`src/logic/adcc_pkg.sv`:
```
// Constants shared by the converter control logic
`default_nettype none
package adcc_pkg;
   localparam int CLK_PERIOD_NS = 100;
   localparam int RESET_PULSE_NS = 100;
   localparam int RESET_PULSE_CYCLES = (RESET_PULSE_NS + CLK_PERIOD_NS - 1) / CLK_PERIOD_NS < 1 ? 1 :
      (RESET_PULSE_NS + CLK_PERIOD_NS - 1) / CLK_PERIOD_NS;
   localparam int RESET_CAL_CYCLES = 58280;
   localparam int LOOP_PERIOD_CYCLES = 64;
   localparam int ILV_EXTRA_CYCLES = 20;
   localparam int CYCLES_PER_BIT = 4;
   localparam int RESULT_BITS = 12;
   localparam int BUS_BITS = 16;
   localparam int TRIM_BITS = 15;
   // Status byte field positions
   localparam int ST_EOC_BIT = 0;
   localparam int ST_CONV_BIT = 1;
   localparam int ST_CAL_BIT = 2;
   localparam int ST_BURST_BIT = 3;
   localparam int ST_ILV_BIT = 4;
   localparam int ST_LOOP_BIT = 5;
   // Reset values
   localparam logic [TRIM_BITS-1:0] TRIM_RESET = 15'h0000;
   localparam logic EOC_RESET = 1'b1;
   typedef enum logic [2:0] {S_CAL_RESET, S_IDLE, S_CONVERT, S_ILV_CAL, S_BURST} adcc_state_type;
endpackage : adcc_pkg
`default_nettype wire

```
`src/logic/adcc_control.sv`:
```
// Conversion and calibration control of a self-calibrating SAR converter
`default_nettype none
module adcc_control
   import adcc_pkg::*;
#(
   parameter int RESET_CAL_LEN = RESET_CAL_CYCLES,
   parameter int RES_BITS = RESULT_BITS
) (
   input wire logic clk,
   input wire logic rst,
   input wire logic hold_n,
   input wire logic chip_select_n,
   input wire logic read_n,
   input wire logic read_address_select,
   input wire logic cal_request,
   input wire logic interleave_cal_request_n,
   input wire logic loopback,
   input wire logic sar_compare,
   output logic [BUS_BITS-1:0] data_out,
   output logic data_oe,
   output logic eoc,
   output logic holding,
   output logic cal_busy,
   output logic [RES_BITS-1:0] dac_code,
   output logic [TRIM_BITS-1:0] cal_trim
);
   localparam int CONV_CYCLES = RES_BITS * CYCLES_PER_BIT;

   // Counter is 16 bits wide, so longer calibrations cannot be timed
   if (RESET_CAL_LEN < 1 || RESET_CAL_LEN > 65535 || RES_BITS < 2 || RES_BITS > BUS_BITS) begin : g_bad_param
      $error("adcc_control: unsupported parameter value");
   end

   adcc_state_type state, next_state;
   logic [15:0] cnt, next_cnt;
   logic [6:0] pcnt, next_pcnt;
   logic [RES_BITS-1:0] mask, next_mask, result, next_result, next_dac_code, decided;
   logic [TRIM_BITS-1:0] next_cal_trim;
   logic burst_req, next_burst_req, ilv_en, next_ilv_en;
   logic hold_prev, cs_prev;
   logic next_eoc, next_holding, next_cal_busy, next_data_oe;
   logic [BUS_BITS-1:0] next_data_out;
   logic soft_reset, int_reset, hold_fall, cs_rise, burst_stop, data_read, start_conv, conv_end;

   function automatic logic [15:0] inc16(input logic [15:0] v);
      inc16 = v + 16'h0001;
   endfunction : inc16

   assign soft_reset = !chip_select_n && !hold_n && !read_address_select;
   assign int_reset = rst || soft_reset;
   assign hold_fall = hold_prev && !hold_n;
   assign cs_rise = !cs_prev && chip_select_n;
   assign burst_stop = !chip_select_n && !cal_request && hold_n;
   assign data_read = !chip_select_n && !read_n && read_address_select;
   // Loopback restarts itself once a full period has gone by
   assign start_conv = hold_fall || (loopback && pcnt >= 7'(LOOP_PERIOD_CYCLES - 1));
   assign conv_end = (state == S_CONVERT) && (cnt == 16'(CONV_CYCLES - 1));
   assign decided = sar_compare ? dac_code : (dac_code & ~mask);

   always_comb begin
      next_state = state;
      next_cnt = inc16(cnt);
      next_pcnt = (pcnt == 7'h7F) ? pcnt : pcnt + 7'h01;
      next_mask = mask;
      next_result = result;
      next_dac_code = dac_code;
      next_cal_trim = cal_trim;
      next_burst_req = burst_req;
      next_ilv_en = ilv_en;
      next_eoc = eoc;
      next_holding = holding;
      next_cal_busy = 1'b0;
      // CAL and interleave are sampled as CS rises; CAL low with CS low and hold high also clears the burst request
      if (cs_rise) begin
         next_burst_req = cal_request;
         next_ilv_en = !interleave_cal_request_n;
      end
      if (burst_stop) begin
         next_burst_req = 1'b0;
      end
      if (data_read) begin
         next_eoc = 1'b1;
      end
      unique case (state)
         S_CAL_RESET: begin
            next_cal_busy = 1'b1;
            next_cal_trim = cal_trim + 15'h0001;
            if (cnt == 16'(RESET_CAL_LEN - 1)) begin
               next_state = S_IDLE;
               next_eoc = 1'b0;
               next_cal_busy = 1'b0;
            end
         end
         S_IDLE: begin
            next_holding = 1'b0;
            if (burst_req) begin
               next_state = S_BURST;
               next_cal_busy = 1'b1;
            end else if (start_conv) begin
               next_state = S_CONVERT;
               next_cnt = 16'h0000;
               next_pcnt = 7'h00;
               next_holding = 1'b1;
               next_eoc = 1'b1;
               next_mask = {1'b1, {(RES_BITS-1){1'b0}}};
               next_dac_code = {1'b1, {(RES_BITS-1){1'b0}}};
            end
         end
         S_CONVERT: begin
            // One bit is decided per bit period, MSB first
            if (cnt[1:0] == 2'(CYCLES_PER_BIT - 1)) begin
               next_mask = mask >> 1;
               next_dac_code = decided | (mask >> 1);
            end
            if (conv_end) begin
               next_result = decided;
               next_holding = 1'b0;
               next_cnt = 16'h0000;
               if (ilv_en) begin
                  next_state = S_ILV_CAL;
                  next_cal_busy = 1'b1;
               end else begin
                  next_eoc = 1'b0;
                  // A burst request seen mid conversion starts only now
                  next_state = burst_req ? S_BURST : S_IDLE;
                  next_cal_busy = burst_req;
               end
            end
         end
         S_ILV_CAL: begin
            next_cal_busy = 1'b1;
            if (cnt == 16'(ILV_EXTRA_CYCLES - 1)) begin
               next_cal_trim = cal_trim + 15'h0001;
               next_eoc = 1'b0;
               next_cal_busy = burst_req;
               next_state = burst_req ? S_BURST : S_IDLE;
            end
         end
         S_BURST: begin
            // Trim keeps its value so a later burst picks up from here
            next_cal_trim = cal_trim + 15'h0001;
            next_cal_busy = 1'b1;
            if (!next_burst_req) begin
               next_state = S_IDLE;
               next_cal_busy = 1'b0;
            end
         end
      endcase
   end

   // Bus answer; address select also matters in reset decode and in the data read that sets eoc
   always_comb begin
      next_data_oe = !chip_select_n && !read_n;
      next_data_out = '0;
      if (next_data_oe) begin
         if (read_address_select) begin
            next_data_out = BUS_BITS'(result);
         end else begin
            next_data_out[ST_EOC_BIT] = eoc;
            next_data_out[ST_CONV_BIT] = (state == S_CONVERT);
            next_data_out[ST_CAL_BIT] = cal_busy;
            next_data_out[ST_BURST_BIT] = burst_req;
            next_data_out[ST_ILV_BIT] = ilv_en;
            next_data_out[ST_LOOP_BIT] = loopback;
         end
      end
   end

   always_ff @(posedge clk) begin
      if (int_reset) begin
         state <= S_CAL_RESET;
         cnt <= 16'h0000;
         pcnt <= 7'h00;
         mask <= '0;
         result <= '0;
         dac_code <= '0;
         cal_trim <= TRIM_RESET;
         burst_req <= 1'b0;
         ilv_en <= 1'b0;
         hold_prev <= 1'b1;
         cs_prev <= 1'b1;
         eoc <= EOC_RESET;
         holding <= 1'b0;
         cal_busy <= 1'b1;
         data_oe <= 1'b0;
         data_out <= '0;
      end else begin
         state <= next_state;
         cnt <= next_cnt;
         pcnt <= next_pcnt;
         mask <= next_mask;
         result <= next_result;
         dac_code <= next_dac_code;
         cal_trim <= next_cal_trim;
         burst_req <= next_burst_req;
         ilv_en <= next_ilv_en;
         hold_prev <= hold_n;
         cs_prev <= chip_select_n;
         eoc <= next_eoc;
         holding <= next_holding;
         cal_busy <= next_cal_busy;
         data_oe <= next_data_oe;
         data_out <= next_data_out;
      end
   end

   property p_tristate;
      @(posedge clk) disable iff (rst) (chip_select_n || read_n) |=> !data_oe && data_out == '0;
   endproperty
   a_tristate: assert property (p_tristate) else $error("bus driven while deselected");

   property p_read_data;
      // Completion on the same edge keeps eoc low
      @(posedge clk) disable iff (rst)
         (data_read && !conv_end && !(state == S_ILV_CAL && cnt == 16'(ILV_EXTRA_CYCLES - 1)) &&
         !(state == S_CAL_RESET && cnt == 16'(RESET_CAL_LEN - 1))) |=>
         data_oe && data_out == BUS_BITS'($past(result)) && eoc;
   endproperty
   a_read_data: assert property (p_read_data) else $error("data read wrong");

   property p_read_status;
      @(posedge clk) disable iff (rst)
         (!chip_select_n && !read_n && !read_address_select && hold_n) |=> data_oe && data_out[15:8] == 8'h00;
   endproperty
   a_read_status: assert property (p_read_status) else $error("status read wrong");

   property p_hold_start;
      @(posedge clk) disable iff (rst)
         (state == S_IDLE && hold_fall && !burst_req && !soft_reset) |=> state == S_CONVERT && holding && eoc;
   endproperty
   a_hold_start: assert property (p_hold_start) else $error("hold edge did not start conversion");

   property p_soft_reset;
      @(posedge clk) disable iff (rst) soft_reset |=> state == S_CAL_RESET && cnt == 16'h0000 && eoc;
   endproperty
   a_soft_reset: assert property (p_soft_reset) else $error("software reset missed");

   property p_cal_eoc;
      @(posedge clk) disable iff (rst)
         (state == S_CAL_RESET && cnt == 16'(RESET_CAL_LEN - 1) && !soft_reset) |=> !eoc && state == S_IDLE;
   endproperty
   a_cal_eoc: assert property (p_cal_eoc) else $error("EOC did not fall after reset calibration");

   property p_loop;
      @(posedge clk) disable iff (rst)
         (state == S_CONVERT && cnt == 16'h0000 && loopback && !ilv_en && !burst_req) ##1
         (loopback && !burst_req && !soft_reset && !hold_fall)[*8] |->
         ##56 ((state == S_CONVERT && cnt == 16'h0000) || soft_reset || burst_req || !loopback);
   endproperty
   a_loop: assert property (p_loop) else $error("loopback period wrong");

   property p_ilv;
      @(posedge clk) disable iff (rst)
         (conv_end && ilv_en && !soft_reset) |=> state == S_ILV_CAL ##19 (eoc && state == S_ILV_CAL);
   endproperty
   a_ilv: assert property (p_ilv) else $error("interleave step length wrong");

   property p_burst_stop;
      @(posedge clk) disable iff (rst) (state == S_BURST && burst_stop && !soft_reset) |=> state == S_IDLE;
   endproperty
   a_burst_stop: assert property (p_burst_stop) else $error("burst calibration not stopped");

   property p_trim;
      @(posedge clk) disable iff (rst) (state == S_BURST && !soft_reset) |=> cal_trim == 15'($past(cal_trim) + 1);
   endproperty
   a_trim: assert property (p_trim) else $error("trim did not advance");

   property p_wait_conv;
      @(posedge clk) disable iff (rst) (conv_end && burst_req && !ilv_en && !soft_reset) |=> state == S_BURST && !eoc;
   endproperty
   a_wait_conv: assert property (p_wait_conv) else $error("calibration did not follow conversion");
endmodule : adcc_control
`default_nettype wire

```
`config.mk`:
```
export PLATFORM = sky130hd
export DESIGN_NAME = adcc_control
export DESIGN_NICKNAME = d
export VERILOG_FILES = /design/src/logic/adcc_pkg.sv /design/src/logic/adcc_control.sv
export SDC_FILE = /design/constraint.sdc
export NUM_CORES = 1
export LEC_CHECK = 0
export ABC_AREA = 0
export BUFFER_PORTS_ARGS = -buffer_cell sky130_fd_sc_hd__buf_2
export CAP_MARGIN = 5
export CORE_MARGIN = 1.5
export CORE_UTILIZATION = 45
export CTS_CLUSTER_DIAMETER = 120
export DETAILED_ROUTE_END_ITERATION = 8
export SLEW_MARGIN = 10
export SYNTH_ARGS = -nofsm -noshare
export SYNTH_HDL_FRONTEND = slang
export SYNTH_SLANG_ARGS = --single-unit
```
`constraint.sdc`:
```
create_clock -name clk -period 4.7 [get_ports clk]
set_input_delay 0.235 -clock clk [delete_from_list [all_inputs] [get_ports clk]]
set_output_delay 0.235 -clock clk [all_outputs]
set_load 0.005 [all_outputs]
```
==> results of run 1 <==
synthesized netlist by cell type (4+ instances only):
cell type	instances	area, um^2
sky130_fd_sc_hd__xnor2_1	12	105
sky130_fd_sc_hd__nand2b_1	15	93.8
sky130_fd_sc_hd__buf_2	6	30.0
sky130_fd_sc_hd__nor3_1	5	25.0
sky130_fd_sc_hd__xor2_1	20	175
sky130_fd_sc_hd__mux2i_1	6	60.1
sky130_fd_sc_hd__nand4_1	10	62.6
sky130_fd_sc_hd__nor2_1	82	308
sky130_fd_sc_hd__a21oi_1	37	185
sky130_fd_sc_hd__nand3_1	29	145
sky130_fd_sc_hd__buf_4	5	37.5
sky130_fd_sc_hd__dfxtp_1	97	1940
sky130_fd_sc_hd__and2_1	4	25.0
sky130_fd_sc_hd__nand2_1	41	154
sky130_fd_sc_hd__inv_1	8	30.0
sky130_fd_sc_hd__a22o_1	11	96.3
sky130_fd_sc_hd__clkbuf_1	19	71.3
sky130_fd_sc_hd__a22oi_1	11	82.6
sky130_fd_sc_hd__and3_1	16	100
logic make-up (layout without fill, tap and decap cells):
kind of cell / after synthesis / count (layout) / synth area share
fa+ha+maj: 3 / 3 / 0.00904
buf+inv: 39 / 77 / 0.0416
other cells: 1 / 4 / 0.000903
simple gates: 228 / 228 / 0.274
compound gates: 78 / 78 / 0.125
xor+xnor: 32 / 32 / 0.0675
flops: 97 / 97 / 0.467
mux: 6 / 6 / 0.0145
area by class of cell:
type                       instances  area, um^2
inverter                           9        33.8
timing repair buffer              52         260
fill                             888        4230
clock inverter                     7        72.6
clock buffer                       9         124
multi-input combinational        351        2050
sequential                        97        1940
tap                              108         135
registers in the layout, summed over array words and instances, names as in the netlist, 3 cells and up:
signal	cells
cnt	16
cal_trim	15
dac_code	12
data_out	12
mask	12
result	12
pcnt	7
state	3
worst min-delay path by stage:
stage,endpoint,slack [ps],cells past startpoint
floorplan,ilv_en,330,1
global placement,ilv_en,430,2
detailed placement,ilv_en,420,2
CTS,ilv_en,50,2
global route,ilv_en,60,2
finish,ilv_en,60,2
where the power goes:
group          switching [W]  leakage, nW  internal, W
Combinational       0.000194        0.917    0.0000977
Clock               0.000315       0.0966     0.000208
Sequential         0.0000434        0.784     0.000855
metrics by stage:
stage | utilization | cell area [um^2] | instances | setup slack [ps] | power [W]
after CTS | 0.522 | 4620 | 633 | 1940 | 0.00173
after global placement | 0.500 | 4420 | 617 | 2030 | 0.00120
after detailed placement | 0.500 | 4420 | 617 | 1950 | 0.00121
final | 0.522 | 4620 | 633 | 1930 | 0.00171
after global routing | 0.522 | 4620 | 633 | 1630 | 0.00180
after floorplan | - | 4170 | 487 | 2520 | 0.00114
metal layers:
metal  vias to the layer above  wire [um]
met5                         -          0
met3                         5        447
met2                        89       3680
met4                         0         62
li1                       1734          -
met1                      1577       4480
==> impl_metrics.yaml, run 1 <==
status:
  status: "finished clean"
placed_design:
  place.detailed.hpwl_um: 6050
  gp_congestion: 0.797
  io_buffers: 52
grt:
  grt_pass1_wl_um: 14800
  grt_antenna_before_repair: 0
  gr-usage-met2: 0.272
  globalRoute.totalOverflow: 0
  first_global_vias: 3045
  grt.busiest_layer: "met1"
  grt_start_max_net_pins: 47
  gr-usage-all-layers: 0.185
  grt_met1_use: 0.281
  met3_usage: 0.0262
timing:
  tmin_final_ps: 2770
  setup-violations-final: 0
  hold_ws_ps: 62.1
  tns_ps: 0
  max_clock_freq_ghz: 0.361
  rsz0062_at_grt: "no"
  layout_worst_path_cycle_share: 0.589
  worst_clock_skew_ps: 20.7
  slew-limit-headroom: 0.345
  final_max_slew_viol_count: 0
  slew_worst_pin_ps: 980
  timing_hold_violations_final: 0
drt:
  drt-wirelength-per-cell_um: 13.7
  drt_antenna_net_count: 0
  drt_drc_violations_left: 0
  via_count: 3405
  post_drt_via_cell_ratio: 5.38
  drt_first_iter_violations: 187
  drt_pass1_iterations: 4
  routed_wirelength_um: 8670
worst_setup_path:
  max_stage_delay_ps: 610
  crit_path_start_kind: "flip-flop"
  worstPathBufferInverterCount: 0
  cp.required_ps: 4920
  reg2reg_from: "cnt[0]"
  timing.reg2reg.setup_slack_ps: 1930
  critical_path.cell_chain: "ha_1 -> nand4b_1 -> nor4_1 -> nor2_1 -> o21ai_2 -> nor2_1"
  timing.critical_path.from: "cnt[0]"
  criticalPathCategory: "flip-flop to flip-flop"
  worst_setup_path_end_kind: "flip-flop"
  cpLargestDelayFamily: "simple AND/OR/NAND/NOR gates"
  rr_worst_depth: 6
  critPathCapture: "cnt[8]"
  cpMostUsedCell: "sky130_fd_sc_hd__nor2_1"
  crit_slowest_cell: "sky130_fd_sc_hd__ha_1"
  critical_path_depth: 6
  worst-endpoint-arrival_ps: 2990
  timing.rr.end: "cnt[8]"
  critical_path_peak_fanout: 18
die:
  ios: 57
  die_area_um2: 9820
  die_width_um: 99.1
  initial_standard_cell_utilization_of_the_core: 0.469
  fp.dieH_um: 99.1
  fp-row-count: 34
  core-area_um2: 8850
yosys:
  mappedNetlistArea_um2: 4150
  yosys_register_bits: 97
  synthDistinctLibCells: 56
  synth_async_sr_flop_share: 0
  synth_seq_area_share: 0.467
  synth_cells: 484
  synth_top_flop_cell: "sky130_fd_sc_hd__dfxtp_1"
  synth_edf_count: 0
  postSynthAreaPerCell_um2: 8.58
  synth_warnings: 0
power_and_ir_drop:
  power-per-cell-area_nw_per_um2: 371
  ir_drop_mv: 0.168
  leakagePower_nw: 1.80
min_path:
  min-delay-path-class: "primary input to flip-flop"
  hold_start: "interleave_cal_request_n"
finish:
  mostFrequentLayoutCell: "sky130_fd_sc_hd__dfxtp_1"
  top_library_cells_by_usage_in_the_layout_fill_and_taps_aside: "97 x sky130_fd_sc_hd__dfxtp_1, 82 x sky130_fd_sc_hd__nor2_1, 52 x sky130_fd_sc_hd__buf_2, 41 x sky130_fd_sc_hd__nand2_1, 37 x sky130_fd_sc_hd__a21oi_1"
  drive_above_1_share: 0.156
  final_nets: 533
  diodes: 0
  area_growth_from_synthesis_to_layout_pct: 11.2
clock_network:
  path_clk_slew_ps: 100
  cts_hold_repair.buffers: 0
  cts-htree-levels: 3
  worstSkewPairLatency_ps: 360
  num_cts_buffers: 9
  cts_sinks: 97
  tritoncts: "yes"
  cts_resized: 0
  buffer_cell_driving_the_clock_tree_root: "sky130_fd_sc_hd__clkbuf_8"
  post-cts-setup-buffer-count: 0
  cts-root-to-sink-buffers: 2
flow_run:
  maxCapViolations: 0
Power figures use the tool's default switching activity.
==> run 2, diff against run 1 <==
==> constraint.sdc (replaced) <==
create_clock -name clk -period 2.6 [get_ports clk]
set_input_delay 0.13 -clock clk [delete_from_list [all_inputs] [get_ports clk]]
set_output_delay 0.13 -clock clk [all_outputs]
set_load 0.005 [all_outputs]
==> run 2 against run 1 <==
- non-clock buffer count increased by 11
- cell count is 1.7% higher
- sequential power up 80%
- worst setup slack worse by 1600 ps
- critical path depth did not move
- design area rose by 2.9%
- critical path type unchanged
- largest cell class unchanged
- highest routed layer unchanged
==> impl_metrics.yaml, run 2 (synthesized netlist as in run 1, its figures left out) <==
die:
  fp.dieH_um: 99.1
  fp-row-count: 34
  die_area_um2: 9820
  die_width_um: 99.1
  initial_standard_cell_utilization_of_the_core: 0.469
  ios: 57
  core-area_um2: 8850
drt:
  drt_pass1_iterations: 4
  via_count: 3417
  routed_wirelength_um: 9050
  post_drt_via_cell_ratio: 5.31
  drt_antenna_net_count: 0
  drt_first_iter_violations: 143
  drt_drc_violations_left: 0
  drt-wirelength-per-cell_um: 14.0
worst_setup_path:
  timing.rr.end: "mask[9]"
  rr_worst_depth: 6
  criticalPathCategory: "flip-flop to flip-flop"
  crit_path_start_kind: "flip-flop"
  reg2reg_from: "pcnt[0]"
  worst_setup_path_end_kind: "flip-flop"
  timing.reg2reg.setup_slack_ps: 290
  cp.required_ps: 2890
  critical_path_peak_fanout: 11
  worst-endpoint-arrival_ps: 2600
clock_network:
  num_cts_buffers: 9
  cts-htree-levels: 3
  buffer_cell_driving_the_clock_tree_root: "sky130_fd_sc_hd__clkbuf_8"
  worstSkewPairLatency_ps: 350
  cts-root-to-sink-buffers: 2
  tritoncts: "yes"
  cts_sinks: 97
  path_clk_slew_ps: 100
  post-cts-setup-buffer-count: 0
finish:
  largest_register_ff_count: 16
  area_growth_from_synthesis_to_layout_pct: 14.4
  regMostFlops: "cnt"
  final_nets: 544
  top_library_cells_by_usage_in_the_layout_fill_and_taps_aside: "97 x sky130_fd_sc_hd__dfxtp_1, 82 x sky130_fd_sc_hd__nor2_1, 52 x sky130_fd_sc_hd__buf_2, 41 x sky130_fd_sc_hd__nand2_1, 37 x sky130_fd_sc_hd__a21oi_1"
  mostFrequentLayoutCell: "sky130_fd_sc_hd__dfxtp_1"
  diodes: 0
  drive_above_1_share: 0.174
  biggestRegsByFlops: "cnt (16), cal_trim (15)"
min_path:
  hold_start: "hold_n"
  hold_end: "hold_prev"
  min-delay-path-class: "primary input to flip-flop"
  worst_hold_path.num_cells: 2
flow_run:
  maxCapViolations: 0
power_and_ir_drop:
  ir_drop_mv: 0.353
  leakagePower_nw: 1.87
  power-per-cell-area_nw_per_um2: 698
  fin_total_pwr_w: 0.00332
timing:
  layout_worst_path_cycle_share: 0.890
  timing_hold_violations_final: 0
  slew-limit-headroom: 0.460
  setup-violations-final: 0
  tns_ps: 0
  slew_worst_pin_ps: 809
  worst_clock_skew_ps: 12.9
  max_clock_freq_ghz: 0.432
  rsz0062_at_grt: "no"
  tmin_final_ps: 2310
  final_max_slew_viol_count: 0
status:
  status: "finished clean"
placed_design:
  gp_congestion: 0.788
  io_buffers: 52
  place.detailed.hpwl_um: 6260
grt:
  globalRoute.totalOverflow: 0
  grt_start_max_net_pins: 26
  grt_antenna_before_repair: 0
  grt_pass1_wl_um: 15400
  first_global_vias: 3222
  gr-usage-all-layers: 0.192
==> run 2: what timing repair did <==
action / 4_1_cts / 5_1_grt
hold buffers: 2 / 0
hold endpoints to repair: 2 / 0
setup endpoints to repair: 0 / 14
gates resized for setup: 0 / 2
==> run 2: final cells by class <==
cell class              count  area [um^2]
clock buffers              10          138
clock inverters             6         97.6
fillers                   862         4100
inverters                   9         33.8
multi-input cells         351         2060
flip-flops and latches     97         1940
well taps                 108          135
repair buffers             63          348
==> run 2: through the flow <==
step	worst slack, ps	utilization	area, um^2	hold WS [ps]	instances
after global placement	265	0.507	4490	315	626
after CTS	194	0.536	4740	4.53	644
after floorplan	416	-	4170	226	487
final	286	0.537	4750	22.1	644
after global routing	71.5	0.537	4750	26.9	644
after detailed placement	219	0.507	4490	315	626
==> run 2: how the worst max path moves through the flow <==
stage | from | slack (ps) | to | cells after the start
3_3_place_gp | cnt[7] | 270 | result[7] | 5
3_5_place_dp | cnt[6] | 220 | result[7] | 5
5_1_grt | cnt[0] | 70 | state[1] | 7
4_1_cts | cnt[7] | 190 | result[7] | 5
2_1_floorplan | cnt[0] | 420 | cal_trim[10] | 9
6_report | pcnt[0] | 290 | mask[9] | 6
==> run 2: per-layer routing <==
metal	routed length, um	part of all wire	up-vias	track usage
li1	-	-	1755	-
met1	4530	0.50	1574	0.261
met2	4040	0.45	79	0.311
met3	399	0.044	9	0.0390
met4	74	0.0082	0	0.0585
met5	0	0	-	0
==> run 2: worst max-delay path: stages (launching register included) <==
cell and delay (ps):
sky130_fd_sc_hd__dfxtp_1 340, sky130_fd_sc_hd__ha_1 260, sky130_fd_sc_hd__a2111oi_2 510, sky130_fd_sc_hd__nor4b_2 100, sky130_fd_sc_hd__nand2b_1 180, sky130_fd_sc_hd__a21oi_1 640, sky130_fd_sc_hd__a22o_1 230
==> run 2: report_power, final <==
group          leakage [nW]  internal (W)  switching (W)  total (W)
combinational         0.970      0.000208       0.000360   0.000568
sequential            0.784       0.00155      0.0000789    0.00162
clock                 0.119      0.000584       0.000540    0.00112
total                  1.87       0.00234       0.000978    0.00332
==> run 3, diff against run 2 <==
--- a/config.mk
+++ b/config.mk
@@ -12,6 +12,7 @@
 export CORE_UTILIZATION = 45
 export CTS_CLUSTER_DIAMETER = 120
 export DETAILED_ROUTE_END_ITERATION = 8
+export RECOVER_POWER = 100
 export SLEW_MARGIN = 10
 export SYNTH_ARGS = -nofsm -noshare
 export SYNTH_HDL_FRONTEND = slang
==> run 3 against run 2 <==
- the flow now finishes with violations (capacitance limit, slew limit)
- via count increased by 0.35%
- worst setup slack improved by 2.8 ps
- global-route usage unchanged
- combinational power decreased by 3.5%
- sequential cell count unchanged
- total power decreased by 0.51%
- sequential share of layout area increased by 0.39 points
- maximum frequency increased by 0.12%
- cell count unchanged
- critical path depth increased by 1
- die area unchanged
- clock power about the same
- critical endpoint is now cnt[6]
- largest cell class unchanged
- highest routed layer unchanged
==> impl_metrics.yaml, run 3 (synthesized netlist as in run 1, its figures left out) <==
status:
  failed_checks: "capacitance limit, slew limit"
  status: "complete, but fails checks"
timing:
  tns_ps: 0
  worst_clock_skew_ps: 12.5
  final_max_slew_viol_count: 26
  finalWorstSetupSlack_ps: 289
  setup-violations-final: 0
  layout_worst_path_cycle_share: 0.889
  tmin_final_ps: 2310
  timing_hold_violations_final: 0
  slew_worst_pin_ps: 1540
  max_clock_freq_ghz: 0.433
  slew-limit-headroom: -0.0255
  rsz0062_at_grt: "no"
drt:
  via_count: 3429
  routed_wirelength_um: 9060
  drt_drc_violations_left: 0
  post_drt_via_cell_ratio: 5.32
  drt-wirelength-per-cell_um: 14.1
  drt_first_iter_violations: 142
  drt_antenna_net_count: 0
  drt_pass1_iterations: 4
finish:
  diodes: 0
  mostFrequentLayoutCell: "sky130_fd_sc_hd__dfxtp_1"
  largest_register_ff_count: 16
  regMostFlops: "cnt"
  top_library_cells_by_usage_in_the_layout_fill_and_taps_aside: "97 x sky130_fd_sc_hd__dfxtp_1, 82 x sky130_fd_sc_hd__nor2_1, 41 x sky130_fd_sc_hd__nand2_1, 37 x sky130_fd_sc_hd__a21oi_1, 35 x sky130_fd_sc_hd__buf_2"
  final_nets: 544
  biggestRegsByFlops: "cnt (16), cal_trim (15)"
  drive_above_1_share: 0.132
  area_growth_from_synthesis_to_layout_pct: 13.3
worst_setup_path:
  max_stage_delay_ps: 530
  crit_slowest_cell: "sky130_fd_sc_hd__dfxtp_1"
  worst_setup_path_end_kind: "flip-flop"
  reg2reg_from: "state[0]"
  critical_path_peak_fanout: 16
  critical_path.cell_chain: "or3b_1 -> nor2_1 -> nor4b_1 -> nor2_1 -> o21ai_2 -> clkbuf_2 -> nor2_1"
  cpMostUsedCell: "sky130_fd_sc_hd__nor2_1"
  worst-endpoint-arrival_ps: 2530
  cp.required_ps: 2820
  crit_path_start_kind: "flip-flop"
  timing.critical_path.from: "state[0]"
  criticalPathCategory: "flip-flop to flip-flop"
placed_design:
  io_buffers: 52
  pre_cts_ws_ps: 219
  place.detailed.hpwl_um: 6260
  gp_congestion: 0.788
grt:
  first_global_vias: 3222
  grt_antenna_before_repair: 0
  grt_start_max_net_pins: 26
  globalRoute.totalOverflow: 0
  grt_met1_use: 0.261
  gr-usage-met2: 0.311
  met3_usage: 0.0390
  grt.busiest_layer: "met2"
  grt_pass1_wl_um: 15400
  gr-usage-all-layers: 0.192
clock_network:
  cts-root-to-sink-buffers: 2
  tritoncts: "yes"
  worstSkewPairLatency_ps: 350
  path_clk_slew_ps: 100
  cts-htree-levels: 3
  buffer_cell_driving_the_clock_tree_root: "sky130_fd_sc_hd__clkbuf_8"
  post-cts-setup-buffer-count: 0
  cts_sinks: 97
  num_cts_buffers: 9
die:
  die_width_um: 99.1
  fp.dieH_um: 99.1
  core-area_um2: 8850
  die_area_um2: 9820
  ios: 57
  initial_standard_cell_utilization_of_the_core: 0.469
  fp-row-count: 34
power_and_ir_drop:
  clock_power_share: 0.341
  leakagePower_nw: 1.80
  power-per-cell-area_nw_per_um2: 701
  ir_drop_mv: 0.351
  internal-power_w: 0.00232
  seq_power_share: 0.493
  power.share.switching: 0.297
  comb_power_frac: 0.166
  power.net_switching_w: 0.000981
min_path:
  hold_start: "hold_n"
  min-delay-path-class: "primary input to flip-flop"
flow_run:
  maxCapViolations: 1
## run 3: changes by cell type in the layout (fill, tap and decap cells not counted), sizes merged
cell	delta
clkbuf	+20
buf	-20
## run 3: timing repair
item	4_1_cts	5_1_grt
setup endpoints to repair	0	14
hold endpoints to repair	2	0
resized for setup	0	2
hold buffers	2	0
## run 3: path summary, 6_finish.rpt
path | cells past startpoint | end | slack, ps
hold / removal | 2 | hold_prev | 30
setup / recovery | 7 | cnt[6] | 290
setup reg to reg | 7 | cnt[6] | 290
hold reg to reg | 2 | result[10] | 460
## run 3: area by class of cell
| type | count | area [um^2] |
|---|---|---|
| inverter | 9 | 33.8 |
| tap | 108 | 135 |
| timing repair buffer | 63 | 314 |
| multi-input combinational | 351 | 2050 |
| fill | 875 | 4140 |
| clock inverter | 6 | 97.6 |
| sequential | 97 | 1940 |
| clock buffer | 10 | 138 |
## run 3: stage by stage
step,hold slack [ps],std cells,utilization,instance area (um^2),total power [W]
final,27.1,644,0.532,4710,0.00330
after global routing,27.0,644,0.532,4710,0.00348
after CTS,4.53,644,0.536,4740,0.00335
after detailed placement,315,626,0.507,4490,0.00222
after global placement,315,626,0.507,4490,0.00221
after floorplan,226,487,-,4170,0.00207
## run 3: layer usage
| metal | wire length, um | share of wire | vias up |
|---|---|---|---|
| li1 | - | - | 1760 |
| met1 | 4540 | 0.50 | 1590 |
| met2 | 4070 | 0.45 | 73 |
| met3 | 386 | 0.043 | 6 |
| met4 | 57 | 0.0063 | 0 |
| met5 | 0 | 0 | - |
## run 3: power groups by stage
stage	Clock (W)	Combinational (W)	Sequential (W)
floorplan	0	0.000450	0.00162
global placement	0	0.000552	0.00165
detailed placement	0	0.000558	0.00166
CTS	0.00116	0.000564	0.00162
global route	0.00122	0.000619	0.00164
finish	0.00113	0.000548	0.00163
## run 3: worst max-delay path, delay by kind of cell, from the launching register on
family	cells	cell delay [ps]
compound gates	1	140
buf+inv	1	320
simple gates	5	1190
flops	1	530
